<file path="src/rtl/ss_read_pkg.sv">
// constants and carrier types for the select-strobe read sequencer
package ss_read_pkg;

	localparam int ADDR_W = 22;
	localparam int BANK_W = 2;
	localparam int CS_W = 2;
	localparam int DATA_W = 16;
	localparam int WORD_W = 32;
	localparam int TA_W = 2;
	localparam int SETUP_W = 4;
	localparam int STROBE_W = 6;
	localparam int HOLD_W = 3;
	localparam int BEATS_W = 2;

	localparam logic SS_ENABLE_ON = 1'h1;
	localparam logic [TA_W-1:0] TA_ZERO = 2'h0;
	localparam logic [TA_W-1:0] TA_MIN = 2'h1;
	localparam logic [BEATS_W-1:0] BEATS_WIDE = 2'h1;
	localparam logic [BEATS_W-1:0] BEATS_NARROW = 2'h2;

	typedef struct packed {
		logic select_strobe_enable;
		logic narrow_bus;
		logic [TA_W-1:0] turnaround_count;
		logic [SETUP_W-1:0] read_setup_count;
		logic [STROBE_W-1:0] read_strobe_count;
		logic [HOLD_W-1:0] read_hold_count;
	} async_bank_config_s;

	typedef struct packed {
		logic [CS_W-1:0] cs;
		logic [ADDR_W-1:0] addr;
		logic [BANK_W-1:0] bank;
	} read_req_s;

	typedef enum logic [2:0] {
		ST_IDLE,
		ST_TURN,
		ST_SETUP,
		ST_STROBE,
		ST_HOLD
	} phase_e;

endpackage : ss_read_pkg

</file>
<file path="src/rtl/ss_read_seq.sv">
// select-strobe read sequencer for an asynchronous memory port
`timescale 1ns/1ps

module ss_read_seq (
	input wire logic clk_in,
	input wire logic rst_b_in,
	input ss_read_pkg::async_bank_config_s cfg_in [4],
	input wire logic req_valid_in,
	input ss_read_pkg::read_req_s req_in,
	output logic req_ready_out,
	output logic [ss_read_pkg::WORD_W-1:0] rd_data_out,
	output logic rd_valid_out,
	output logic busy_out,
	output logic write_enable_pin_b_out,
	output logic read_write_dir_pin_out,
	output logic chip_select_strobe_pin_b_out,
	output logic output_enable_pin_b_out,
	output logic [ss_read_pkg::ADDR_W-1:0] word_addr_pins_out,
	output logic [ss_read_pkg::BANK_W-1:0] bank_addr_pins_out,
	input wire logic [ss_read_pkg::DATA_W-1:0] data_bus_pins_in
);

	////////////////////////////////////////////////////////////////////////////
	// state

	ss_read_pkg::phase_e state_ff, nxt_state;
	logic [5:0] cnt_ff, nxt_cnt;
	logic [ss_read_pkg::SETUP_W-1:0] setup_ff, nxt_setup;
	logic [ss_read_pkg::STROBE_W-1:0] strobe_ff, nxt_strobe;
	logic [ss_read_pkg::HOLD_W-1:0] hold_ff, nxt_hold;
	logic [ss_read_pkg::BEATS_W-1:0] beats_ff, nxt_beats;
	logic [ss_read_pkg::BEATS_W-1:0] beat_ff, nxt_beat;
	ss_read_pkg::read_req_s cur_ff, nxt_cur;
	logic last_valid_ff, nxt_last_valid;
	logic [ss_read_pkg::CS_W-1:0] last_cs_ff, nxt_last_cs;
	logic [ss_read_pkg::WORD_W-1:0] data_ff, nxt_data;
	logic rd_valid_ff, nxt_rd_valid;
	logic ready_ff, nxt_ready;
	logic cs_b_ff, nxt_cs_b;
	logic oe_b_ff, nxt_oe_b;
	logic [ss_read_pkg::ADDR_W-1:0] addr_ff, nxt_addr;
	logic [ss_read_pkg::BANK_W-1:0] bank_ff, nxt_bank;
	ss_read_pkg::async_bank_config_s acfg;
	logic take;
	logic [ss_read_pkg::SETUP_W-1:0] setup_cnt_ff, nxt_setup_cnt;
	logic in_setup_ff, nxt_in_setup;
	logic [ss_read_pkg::SETUP_W-1:0] acfg_next_setup;
	logic busy_ff, nxt_busy;
	logic pins_hi_ff, nxt_pins_hi;

	// turnaround cycles: zero if same space follows directly, at least one otherwise
	function automatic logic [5:0] turn_len(input ss_read_pkg::async_bank_config_s c, input logic same);
		logic [ss_read_pkg::TA_W-1:0] t;
		t = (c.turnaround_count == ss_read_pkg::TA_ZERO) ? ss_read_pkg::TA_MIN : c.turnaround_count;
		turn_len = same ? 6'h00 : {4'h0, t};
	endfunction : turn_len

	// count held as length minus one; a zero field still gives one cycle
	function automatic logic [5:0] ph_len(input logic [5:0] n);
		ph_len = (n == 6'h00) ? 6'h00 : n - 6'h01;
	endfunction : ph_len

	assign acfg = cfg_in[cur_ff.cs];
	assign take = req_valid_in && ready_ff;

	////////////////////////////////////////////////////////////////////////////
	// sequencer

	always_comb begin
		ss_read_pkg::async_bank_config_s ncfg;
		logic [5:0] tl;
		ncfg = cfg_in[req_in.cs];
		tl = turn_len(ncfg, last_valid_ff && (last_cs_ff == req_in.cs));
		nxt_state = state_ff;
		nxt_cnt = cnt_ff;
		nxt_setup = setup_ff;
		nxt_strobe = strobe_ff;
		nxt_hold = hold_ff;
		nxt_beats = beats_ff;
		nxt_beat = beat_ff;
		nxt_cur = cur_ff;
		nxt_last_valid = last_valid_ff;
		nxt_last_cs = last_cs_ff;
		nxt_data = data_ff;
		nxt_rd_valid = 1'b0;
		nxt_ready = ready_ff;
		nxt_cs_b = 1'b1;
		nxt_oe_b = 1'b1;
		nxt_addr = addr_ff;
		nxt_bank = bank_ff;
		case (state_ff)
			ss_read_pkg::ST_IDLE: begin
				nxt_last_valid = 1'b0;
				if (take) begin
					nxt_cur = req_in;
					nxt_ready = 1'b0;
					nxt_beat = '0;
					nxt_beats = ncfg.narrow_bus ? ss_read_pkg::BEATS_NARROW : ss_read_pkg::BEATS_WIDE;
					if (tl == 6'h00) begin
						nxt_state = ss_read_pkg::ST_SETUP;
					end else begin
						nxt_state = ss_read_pkg::ST_TURN;
						nxt_cnt = tl - 6'h01;
					end
				end
			end
			ss_read_pkg::ST_TURN: begin
				if (cnt_ff == 6'h00) begin
					nxt_state = ss_read_pkg::ST_SETUP;
				end else begin
					nxt_cnt = cnt_ff - 6'h01;
				end
			end
			ss_read_pkg::ST_SETUP: begin
				if (beat_ff == '0) begin
					nxt_setup = acfg.read_setup_count;
					nxt_strobe = acfg.read_strobe_count;
					nxt_hold = acfg.read_hold_count;
				end
				nxt_state = ss_read_pkg::ST_STROBE;
				nxt_cs_b = ~(acfg.select_strobe_enable == ss_read_pkg::SS_ENABLE_ON);
				nxt_oe_b = 1'b0;
				nxt_cnt = ph_len((beat_ff == '0) ? acfg.read_strobe_count : strobe_ff);
			end
			ss_read_pkg::ST_STROBE: begin
				if (cnt_ff == 6'h00) begin
					nxt_state = ss_read_pkg::ST_HOLD;
					nxt_cnt = ph_len({3'h0, hold_ff});
					// the memory keeps data valid up to the strobe release
					if (beats_ff == ss_read_pkg::BEATS_WIDE)
						nxt_data = {{(ss_read_pkg::WORD_W-ss_read_pkg::DATA_W){1'b0}}, data_bus_pins_in};
					else if (beat_ff == '0)
						nxt_data = {data_ff[ss_read_pkg::WORD_W-1:ss_read_pkg::DATA_W], data_bus_pins_in};
					else
						nxt_data = {data_bus_pins_in, data_ff[ss_read_pkg::DATA_W-1:0]};
				end else begin
					nxt_cnt = cnt_ff - 6'h01;
					nxt_cs_b = cs_b_ff;
					nxt_oe_b = 1'b0;
				end
			end
			ss_read_pkg::ST_HOLD: begin
				if (cnt_ff != 6'h00) begin
					nxt_cnt = cnt_ff - 6'h01;
				end else if (beat_ff + 2'h1 < beats_ff) begin
					nxt_beat = beat_ff + 2'h1;
					nxt_state = ss_read_pkg::ST_SETUP;
					nxt_cnt = 6'h00;
				end else begin
					nxt_rd_valid = 1'b1;
					nxt_last_valid = 1'b1;
					nxt_last_cs = cur_ff.cs;
					nxt_addr = '0;
					nxt_bank = '0;
					nxt_state = ss_read_pkg::ST_IDLE;
					nxt_ready = 1'b1;
				end
			end
			default: begin
				nxt_state = ss_read_pkg::ST_IDLE;
				nxt_ready = 1'b1;
			end
		endcase
		// setup phase length: wait setup count before strobe
		if (state_ff == ss_read_pkg::ST_SETUP && setup_cnt_ff != 4'h0) begin
			nxt_state = ss_read_pkg::ST_SETUP;
			nxt_cs_b = 1'b1;
			nxt_oe_b = 1'b1;
			nxt_cnt = cnt_ff;
		end
		// the address must stand from the first setup cycle, so it loads on the edge into setup
		if (nxt_state == ss_read_pkg::ST_SETUP) begin
			nxt_addr = nxt_cur.addr | {{(ss_read_pkg::ADDR_W-ss_read_pkg::BEATS_W){1'b0}}, nxt_beat};
			nxt_bank = nxt_cur.bank;
		end
		nxt_busy = ~nxt_ready;
		nxt_pins_hi = 1'b1;
	end

	// setup phase counter kept apart so loaded counts stay untouched

	always_comb begin
		nxt_in_setup = (nxt_state == ss_read_pkg::ST_SETUP);
		nxt_setup_cnt = setup_cnt_ff;
		if (nxt_in_setup && !in_setup_ff) begin
			if (state_ff == ss_read_pkg::ST_HOLD)
				nxt_setup_cnt = (setup_ff == 4'h0) ? 4'h0 : setup_ff - 4'h1;
			else
				nxt_setup_cnt = (acfg_next_setup == 4'h0) ? 4'h0 : acfg_next_setup - 4'h1;
		end else if (in_setup_ff && setup_cnt_ff != 4'h0) begin
			nxt_setup_cnt = setup_cnt_ff - 4'h1;
		end
	end

	assign acfg_next_setup = (state_ff == ss_read_pkg::ST_IDLE) ? cfg_in[req_in.cs].read_setup_count
		: acfg.read_setup_count;

	always_ff @(posedge clk_in or negedge rst_b_in) begin
		if (!rst_b_in) begin
			state_ff <= ss_read_pkg::ST_IDLE;
			cnt_ff <= 6'h00;
			setup_ff <= '0;
			strobe_ff <= '0;
			hold_ff <= '0;
			beats_ff <= ss_read_pkg::BEATS_WIDE;
			beat_ff <= '0;
			cur_ff <= '0;
			last_valid_ff <= 1'b0;
			last_cs_ff <= '0;
			data_ff <= '0;
			rd_valid_ff <= 1'b0;
			ready_ff <= 1'b1;
			cs_b_ff <= 1'b1;
			oe_b_ff <= 1'b1;
			addr_ff <= '0;
			bank_ff <= '0;
			setup_cnt_ff <= '0;
			in_setup_ff <= 1'b0;
			busy_ff <= 1'b0;
			pins_hi_ff <= 1'b1;
		end else begin
			state_ff <= nxt_state;
			cnt_ff <= nxt_cnt;
			setup_ff <= nxt_setup;
			strobe_ff <= nxt_strobe;
			hold_ff <= nxt_hold;
			beats_ff <= nxt_beats;
			beat_ff <= nxt_beat;
			cur_ff <= nxt_cur;
			last_valid_ff <= nxt_last_valid;
			last_cs_ff <= nxt_last_cs;
			data_ff <= nxt_data;
			rd_valid_ff <= nxt_rd_valid;
			ready_ff <= nxt_ready;
			cs_b_ff <= nxt_cs_b;
			oe_b_ff <= nxt_oe_b;
			addr_ff <= nxt_addr;
			bank_ff <= nxt_bank;
			setup_cnt_ff <= nxt_setup_cnt;
			in_setup_ff <= nxt_in_setup;
			busy_ff <= nxt_busy;
			pins_hi_ff <= nxt_pins_hi;
		end
	end

	////////////////////////////////////////////////////////////////////////////
	// outputs

	assign req_ready_out = ready_ff;
	assign rd_data_out = data_ff;
	assign rd_valid_out = rd_valid_ff;
	assign busy_out = busy_ff;
	assign write_enable_pin_b_out = pins_hi_ff;
	assign read_write_dir_pin_out = pins_hi_ff;
	assign chip_select_strobe_pin_b_out = cs_b_ff;
	assign output_enable_pin_b_out = oe_b_ff;
	assign word_addr_pins_out = addr_ff;
	assign bank_addr_pins_out = bank_ff;

	////////////////////////////////////////////////////////////////////////////
	// checks

	property p_strobe_pair;
		@(posedge clk_in) disable iff (!rst_b_in)
		!oe_b_ff |-> state_ff == ss_read_pkg::ST_STROBE || $past(state_ff) == ss_read_pkg::ST_SETUP;
	endproperty
	a_strobe_pair: assert property (p_strobe_pair) else $error("oe low outside strobe");

	property p_cs_follows_oe;
		@(posedge clk_in) disable iff (!rst_b_in)
		!cs_b_ff |-> !oe_b_ff;
	endproperty
	a_cs_follows_oe: assert property (p_cs_follows_oe) else $error("cs low without oe");

	property p_release_captures;
		@(posedge clk_in) disable iff (!rst_b_in)
		$rose(oe_b_ff) |-> data_ff[ss_read_pkg::DATA_W-1:0] == $past(data_bus_pins_in)
			|| data_ff[ss_read_pkg::WORD_W-1:ss_read_pkg::DATA_W] == $past(data_bus_pins_in);
	endproperty
	a_release_captures: assert property (p_release_captures) else $error("data not captured");

	property p_turn_one;
		@(posedge clk_in) disable iff (!rst_b_in)
		take && !(last_valid_ff && last_cs_ff == req_in.cs) |=> state_ff == ss_read_pkg::ST_TURN;
	endproperty
	a_turn_one: assert property (p_turn_one) else $error("turnaround skipped");

	property p_same_skip;
		@(posedge clk_in) disable iff (!rst_b_in)
		take && last_valid_ff && last_cs_ff == req_in.cs |=> state_ff == ss_read_pkg::ST_SETUP;
	endproperty
	a_same_skip: assert property (p_same_skip) else $error("turnaround not skipped");

	property p_cont_setup;
		@(posedge clk_in) disable iff (!rst_b_in)
		state_ff == ss_read_pkg::ST_HOLD && nxt_beat != beat_ff |=> state_ff == ss_read_pkg::ST_SETUP;
	endproperty
	a_cont_setup: assert property (p_cont_setup) else $error("continuation not into setup");

	property p_done_idle;
		@(posedge clk_in) disable iff (!rst_b_in)
		rd_valid_ff |-> state_ff == ss_read_pkg::ST_IDLE && ready_ff;
	endproperty
	a_done_idle: assert property (p_done_idle) else $error("not idle after word");

	property p_keep_counts;
		@(posedge clk_in) disable iff (!rst_b_in)
		state_ff == ss_read_pkg::ST_SETUP && beat_ff != '0 |=> $stable(strobe_ff) && $stable(hold_ff);
	endproperty
	a_keep_counts: assert property (p_keep_counts) else $error("counts reloaded");

endmodule : ss_read_seq

</file>
<file path="config.mk">
export PLATFORM = sky130hd
export DESIGN_NAME = ss_read_seq
export DESIGN_NICKNAME = d
export VERILOG_FILES = /design/src/rtl/ss_read_pkg.sv /design/src/rtl/ss_read_seq.sv
export SDC_FILE = /design/constraint.sdc
export NUM_CORES = 1
export LEC_CHECK = 0
export ABC_AREA = 1
export BUFFER_PORTS_ARGS = -buffer_cell sky130_fd_sc_hd__buf_2
export CAP_MARGIN = 5
export CORE_MARGIN = 2
export CORE_UTILIZATION = 35
export CTS_CLUSTER_DIAMETER = 150
export DETAILED_ROUTE_END_ITERATION = 6
export PLACE_DENSITY_LB_ADDON = 0.08
export SYNTH_ARGS = -nofsm -noshare
export SYNTH_HDL_FRONTEND = slang
export SYNTH_SLANG_ARGS = --single-unit
</file>
<file path="constraint.sdc">
create_clock -name clk_in -period 5.65 [get_ports clk_in]
set_input_delay 0.2825 -clock clk_in [delete_from_list [all_inputs] [get_ports clk_in]]
set_output_delay 0.2825 -clock clk_in [all_outputs]
set_load 0.05 [all_outputs]
</file>
# ---- Word-level counts from Yosys, hierarchy flattened
# Cells that the tools add are included.
dict set report word_totals {
  in_bits 113
  out_inout_bits 63
  reg_bits 121
}
dict set report op_classes {
  order_cmp 3
  bitwise 8
  n_eq_ne 17
  addsub 8
  mux 65
  reduce_logical 31
}
# cell count
set op_table {}
lappend op_table {{$mux 22} 4}
lappend op_table {{$bmux 17 s2} 2}
lappend op_table {{$mux 32} 2}
lappend op_table {{$mux 6} 9}
lappend op_table {{$mux 24} 2}
lappend op_table {{$mux 17} 2}
lappend op_table {{$mux 16} 2}
lappend op_table {{$pmux 6 s5} 1}
lappend op_table {{$mux 2} 12}
lappend op_table {{$mux 4} 6}
lappend op_table {{$or 22x2->22} 1}
lappend op_table {{$logic_not 6->1} 3}
lappend op_table {{$mux 3} 5}
lappend op_table {{$pmux 3 s5} 1}
lappend op_table {{$reduce_and 3->1} 5}
lappend op_table {{$ne 2x2->1 const B} 7}
lappend op_table {{$mux 1} 12}
lappend op_table {{$sub 4x1->4 const B} 3}
lappend op_table {{$sub 6x1->6 const B} 2}
lappend op_table {{$eq 3x2->1 const B} 3}
lappend op_table {{$logic_not 4->1} 2}
lappend op_table {{$reduce_bool 2->1} 4}
lappend op_table {{$ge 3x3->1 const B} 2}
lappend op_table {{$logic_not 3->1} 2}
lappend op_table {{other kinds (24)} 38}

# ---- Longest topological paths before layout
dict set report logic_depth {
  depth_word 15
  mapped_depth 17
}

# ---- Worst setup path after synthesis
# OpenSTA, ideal clock, no wires.
dict set report synth_path {
  path_type {register to register}
  start {register beat_ff[0] (netlist bit)}
  end {register cnt_ff[5]}
  stages_incl_launch_ff 15
  arrival_ns 1.977
  synth_period_minus_slack_ns 2.040
  path_slack_ns 3.610
  cell_sequence {dfrtp_1 > inv_1 > ha_1 > buf_1 > nand2_1 > o21ai_0 > inv_1 > ha_1 > nand3_1 > nor2_1 > a21oi_1 > nand3_1 > nand3_1 > nand2_1 > inv_1}
}
dict set report synth_via {
  elab_chain_len 5
  elab_cells_between_ends 10
}
# item line
set synth_rtl {}
lappend synth_rtl {{start: declaration} ss_read_seq.sv:32} ;# logic [ss_read_pkg::BEATS_W-1:0] beat_ff, nxt_beat;
lappend synth_rtl {{start signal: assignment} ss_read_seq.sv:228} ;# beat_ff <= nxt_beat;
lappend synth_rtl {{$logic_not 2->1} ss_read_seq.sv:123} ;# nxt_cnt = ph_len((beat_ff == '0) ? acfg.read_strobe_count : strobe_ff);
lappend synth_rtl {{$mux 6} --}
lappend synth_rtl {{$sub 6x1->6 or $logic_not 6->1 (tied branches)} ss_read_seq.sv:60} ;# ph_len = (n == 6'h00) ? 6'h00 : n - 6'h01;
lappend synth_rtl {{$mux 6} ss_read_seq.sv:60}
lappend synth_rtl {{$pmux 6 s5} ss_read_seq.sv:91} ;# case (state_ff)
lappend synth_rtl {{end signal: assignment} ss_read_seq.sv:223} ;# cnt_ff <= nxt_cnt;
lappend synth_rtl {{end: declaration} ss_read_seq.sv:27} ;# logic [5:0] cnt_ff, nxt_cnt;
# Several ways; a longest one is shown, not always the timed one.
# A chain may end at the register's enable or synchronous reset.

# ---- Worst setup path after layout
dict set report layout_path {
  start {register beat_ff[0] (netlist bit)}
  end {register cnt_ff[2]}
}
# Same word-level chain as after synthesis.

==> metrics.md <==
| Metric | Value |
|---|---|
| Root buffer cell | `clkbuf_16` |
| HPWL after detailed placement | `about 13 mm` |
| Worst relative slew slack | `28.4%` |
| Worst path max stage delay | `between 0.7 and 0.8 ns` |
| Post-synth EDFFs | `0` |
| Avg Cell Area, Syn | `7.47 um^2` |
| Post-CTS setup buffer count | `0` |
| Power density cells | `259 mW/mm^2` |
| Critical path type | `flop to flop` |
| Initial antenna violation count | `0` |
| R2r worst-path depth | `13` |
| Cell variety after synth | `36` |
| Area Overhead vs Synth | `25.4%` |
| Outcome | `completed` |
| Initial Util | `a little over a third` |
| Pins Over Slew Limit | `0` |
| # setup viols final | `0` |
| Worst-margin pin slew | `between 1 and 1.5 ns` |
| Share of cells above drive strength 1 | `22.6%` |
| Ys async rst share | `100%` |
| Worst Path Arrival | `roughly 3.2 ns` |
| Cell Chain, Critical Path | `inv_1 > ha_1 > ha_1 > a21oi_1 > nor2_1 > inv_1 > nor2_1 > inv_1 > nand2_2 > inv_1 > nand3_1 > o21ai_1 > inv_1` |
| Post-route ant nets | `0` |
| Hold Violations, Final | `0` |
| Unrepaired setup endpoints after global routing | `false` |
| Post-route minimum period | `slightly below 3 ns` |
| Clk slew on worst S/H paths | `0.06 ns` |
| Final period utilization | `between 50% and 60%` |
| Largest net degree at the start of global routing | `79` |
| Leakage power | `approximately 4.3 nW` |
| Remaining global-route overflow | `0` |
| Syn. warnings | `0` |
| Post-cts resize count | `0` |
| Tot GR Track Use | `18.8%` |
| Routed wire per std cell | `between 10 and 15 um` |
| Multi-input gate area | `between 0.002 and 0.003 mm^2` |
| Clock buffer depth | `2` |
| Design Area, Final | `about 0.0079 mm^2` |
| First-pass DRT Iterations | `5` |
| Largest fanout on the critical path | `30` |
| Die Width | `about 140 um` |
| Worst Hold Class | `input pin to asynchronous set/reset pin` |
| Required @ worst endpoint | `about 6.0 ns` |
| Worst skew pair latency | `~0.4 ns` |
| Nets | `roughly 1100` |
| TritonCTS clock tree | `yes` |
| Mapped Area | `0.00628 mm^2` |
| Seq/Total Area, Yosys | `approximately 48%` |
| Reg2reg setup slack | `around 2.7 ns` |
| Critical-path top delay cell | `inv_1` |
| Reg2reg start | `beat_ff[0]` |
| IO Port Bufs | `approximately 170` |
| Int Pwr | `1.57 mW` |
| H-Tree Depth | `4` |
| # IOs | `about 180` |
| Hold_ws | `roughly 0.0097 ns` |
| Total negative setup slack | `0 ns` |
| Switching Power | `around 0.48 mW` |
| FMAX | `around 340 MHz` |
| Combinational power share | `roughly 5%` |
| CP endpoint kind | `flop` |
| Sequential share of power | `a little over two fifths` |
| Synth Instances | `about 840` |
| MaxCap Viol Count | `0` |
| Clock Sinks | `roughly 120` |
| Die Ht | `between 100 and 150 um` |
| Peak VDD IR | `roughly 0.2 mV` |
| Die area | `around 0.019 mm^2` |
| Worst setup startpoint | `beat_ff[0]` |
| CTS Buf Count | `17` |
| Crit path top cell by count | `inv_1` |
| Hold Buf Count CTS | `0` |
| Register area | `between 0.003 and 0.004 mm^2` |
| Diode count | `0` |
| GP Congestion | `0.780` |
| Rows | `48` |
| Worst setup SP type | `flop` |
| Via count | `5808` |
| DRC viols | `0` |
| Via density | `between 4 and 5` |
| Number of fillers in the final layout | `~1800` |
| Starting DRT DRC Count | `around 220` |
| Switching fraction of total power | `23.4%` |
| Post-Route WL | `between 15 and 20 mm` |
| Number of global-route vias before repair | `~5500` |
| First-pass GRT wire length | `~28 mm` |
| Clk_skew | `0.00684 ns` |
| Flops & latches, synth | `121` |
| DP Area | `0.00729 mm^2` |
| Main synth FF type | `dfrtp_1` |
| Area of the core | `0.0174 mm^2` |
| Crit Reg-Reg Endpoint | `cnt_ff[2]` |
| Power share of the clock group | `between 50% and 60%` |
## cell families (layout without fill, tap and decap cells)
family / Yosys count / count (layout) / synth area share (%)
AOI/OAI and AO/OA: 136 / 136 / 11.4
xor gates and xnor gates: 9 / 9 / 1.25
adders and majority gates: 9 / 9 / 1.79
buffers and inverters: 117 / 291 / 7.77
DFF: 121 / 121 / 48.3
other: 1 / 2 / 0.0597
and+or+nand+nor: 448 / 448 / 29.4
## synth_stat cells (4+ instances only)
cell	instances	area, um^2
nand2_1	305	1140
dfrtp_1	117	2930
o21ai_0	101	505
inv_1	78	293
nand3_1	77	385
nor2_1	49	184
clkbuf_1	18	67.6
a21oi_1	13	65.1
ha_1	9	113
xor2_1	8	70.1
buf_2	7	35.0
o211ai_1	6	45.0
o22ai_1	5	31.3
buf_4	4	30.0
dfstp_2	4	105
o21ai_1	4	20.0
## cell usage in the layout, fill, tap and decap left out, types with 5 or more instances in the layout
cell type and count:
o22ai_1 5, nand3_1 77, xor2_1 8, a21oi_1 13, ha_1 9, inv_1 78, nand2_1 305, nor2_1 49
o21ai_0 100, clkbuf_16 17, inv_6 5, o211ai_1 6, dfrtp_1 117, buf_2 172
## how the worst max path moves through the flow
stage,end,slack [ns],depth (start not counted)
3_3_place_gp,word_addr_pins_out[0],2.78,12
4_1_cts,cnt_ff[2],2.69,13
2_1_floorplan,cnt_ff[5],3.61,14
3_5_place_dp,cnt_ff[2],2.69,13
6_report,cnt_ff[2],2.73,13
5_1_grt,word_addr_pins_out[0],2.39,12
## worst max-delay path: cells and delay by family (launching register included)
family | cells | cell delay, ns
AND/OR/NAND/NOR | 4 | 0.48
AO/OA/AOI/OAI | 2 | 0.28
flip-flops | 1 | 0.34
buffers and inverters | 5 | 1.15
adder cells (fa/ha/maj) | 2 | 0.59
## metal layers
metal | vias to the layer above | part of all wire (%) | GRT usage [%]
li1 | 3011 | - | -
met5 | - | 0 | 0
met3 | 17 | 6.0 | 4.68
met4 | 0 | 1.4 | 5.90
met2 | 162 | 43 | 29.3
met1 | 2618 | 49 | 25.8
## power by group through the flow
stage	logic, mW	clock network, mW	registers [mW]
2_1_floorplan	0.0350	0	0.885
4_1_cts	0.103	1.10	0.868
3_5_place_dp	0.103	0	0.883
5_1_grt	0.115	1.14	0.867
3_3_place_gp	0.103	0	0.883
6_report	0.102	1.07	0.868
## layout make-up
| class | count | area share (%) |
|---|---|---|
| timing repair buffer | 176 | 11.3 |
| tap | 225 | 3.57 |
| inverter | 83 | 3.99 |
| clock buffer | 17 | 5.40 |
| clock inverter | 15 | 2.10 |
| sequential | 121 | 38.5 |
| multi-input combinational | 604 | 35.1 |
## per-stage QoR
stage | util [%] | setup WS [ns] | cells | power, mW
floorplan | - | 3.61 | 842 | 0.920
global placement | 41.8 | 2.78 | 1209 | 0.986
detailed placement | 41.8 | 2.69 | 1209 | 0.986
CTS | 45.2 | 2.69 | 1241 | 2.07
global route | 45.2 | 2.39 | 1241 | 2.12
finish | 45.2 | 2.73 | 1241 | 2.04
## state kept, by name, indices dropped and copies added, names as in the netlist
register                      flops
cur_ff                           26
setup_ff                          4
hold_ff                           3
busy_out                          1
req_ready_out                     1
strobe_ff                         6
output_enable_pin_b_out           1
bank_addr_pins_out                2
last_cs_ff                        2
word_addr_pins_out               22
rd_valid_out                      1
beat_ff                           2
rd_data_out                      32
state_ff                          3
in_setup_ff                       1
beats_ff                          2
cnt_ff                            6
setup_cnt_ff                      4
last_valid_ff                     1
chip_select_strobe_pin_b_out      1
Power figures use the tool's default switching activity.
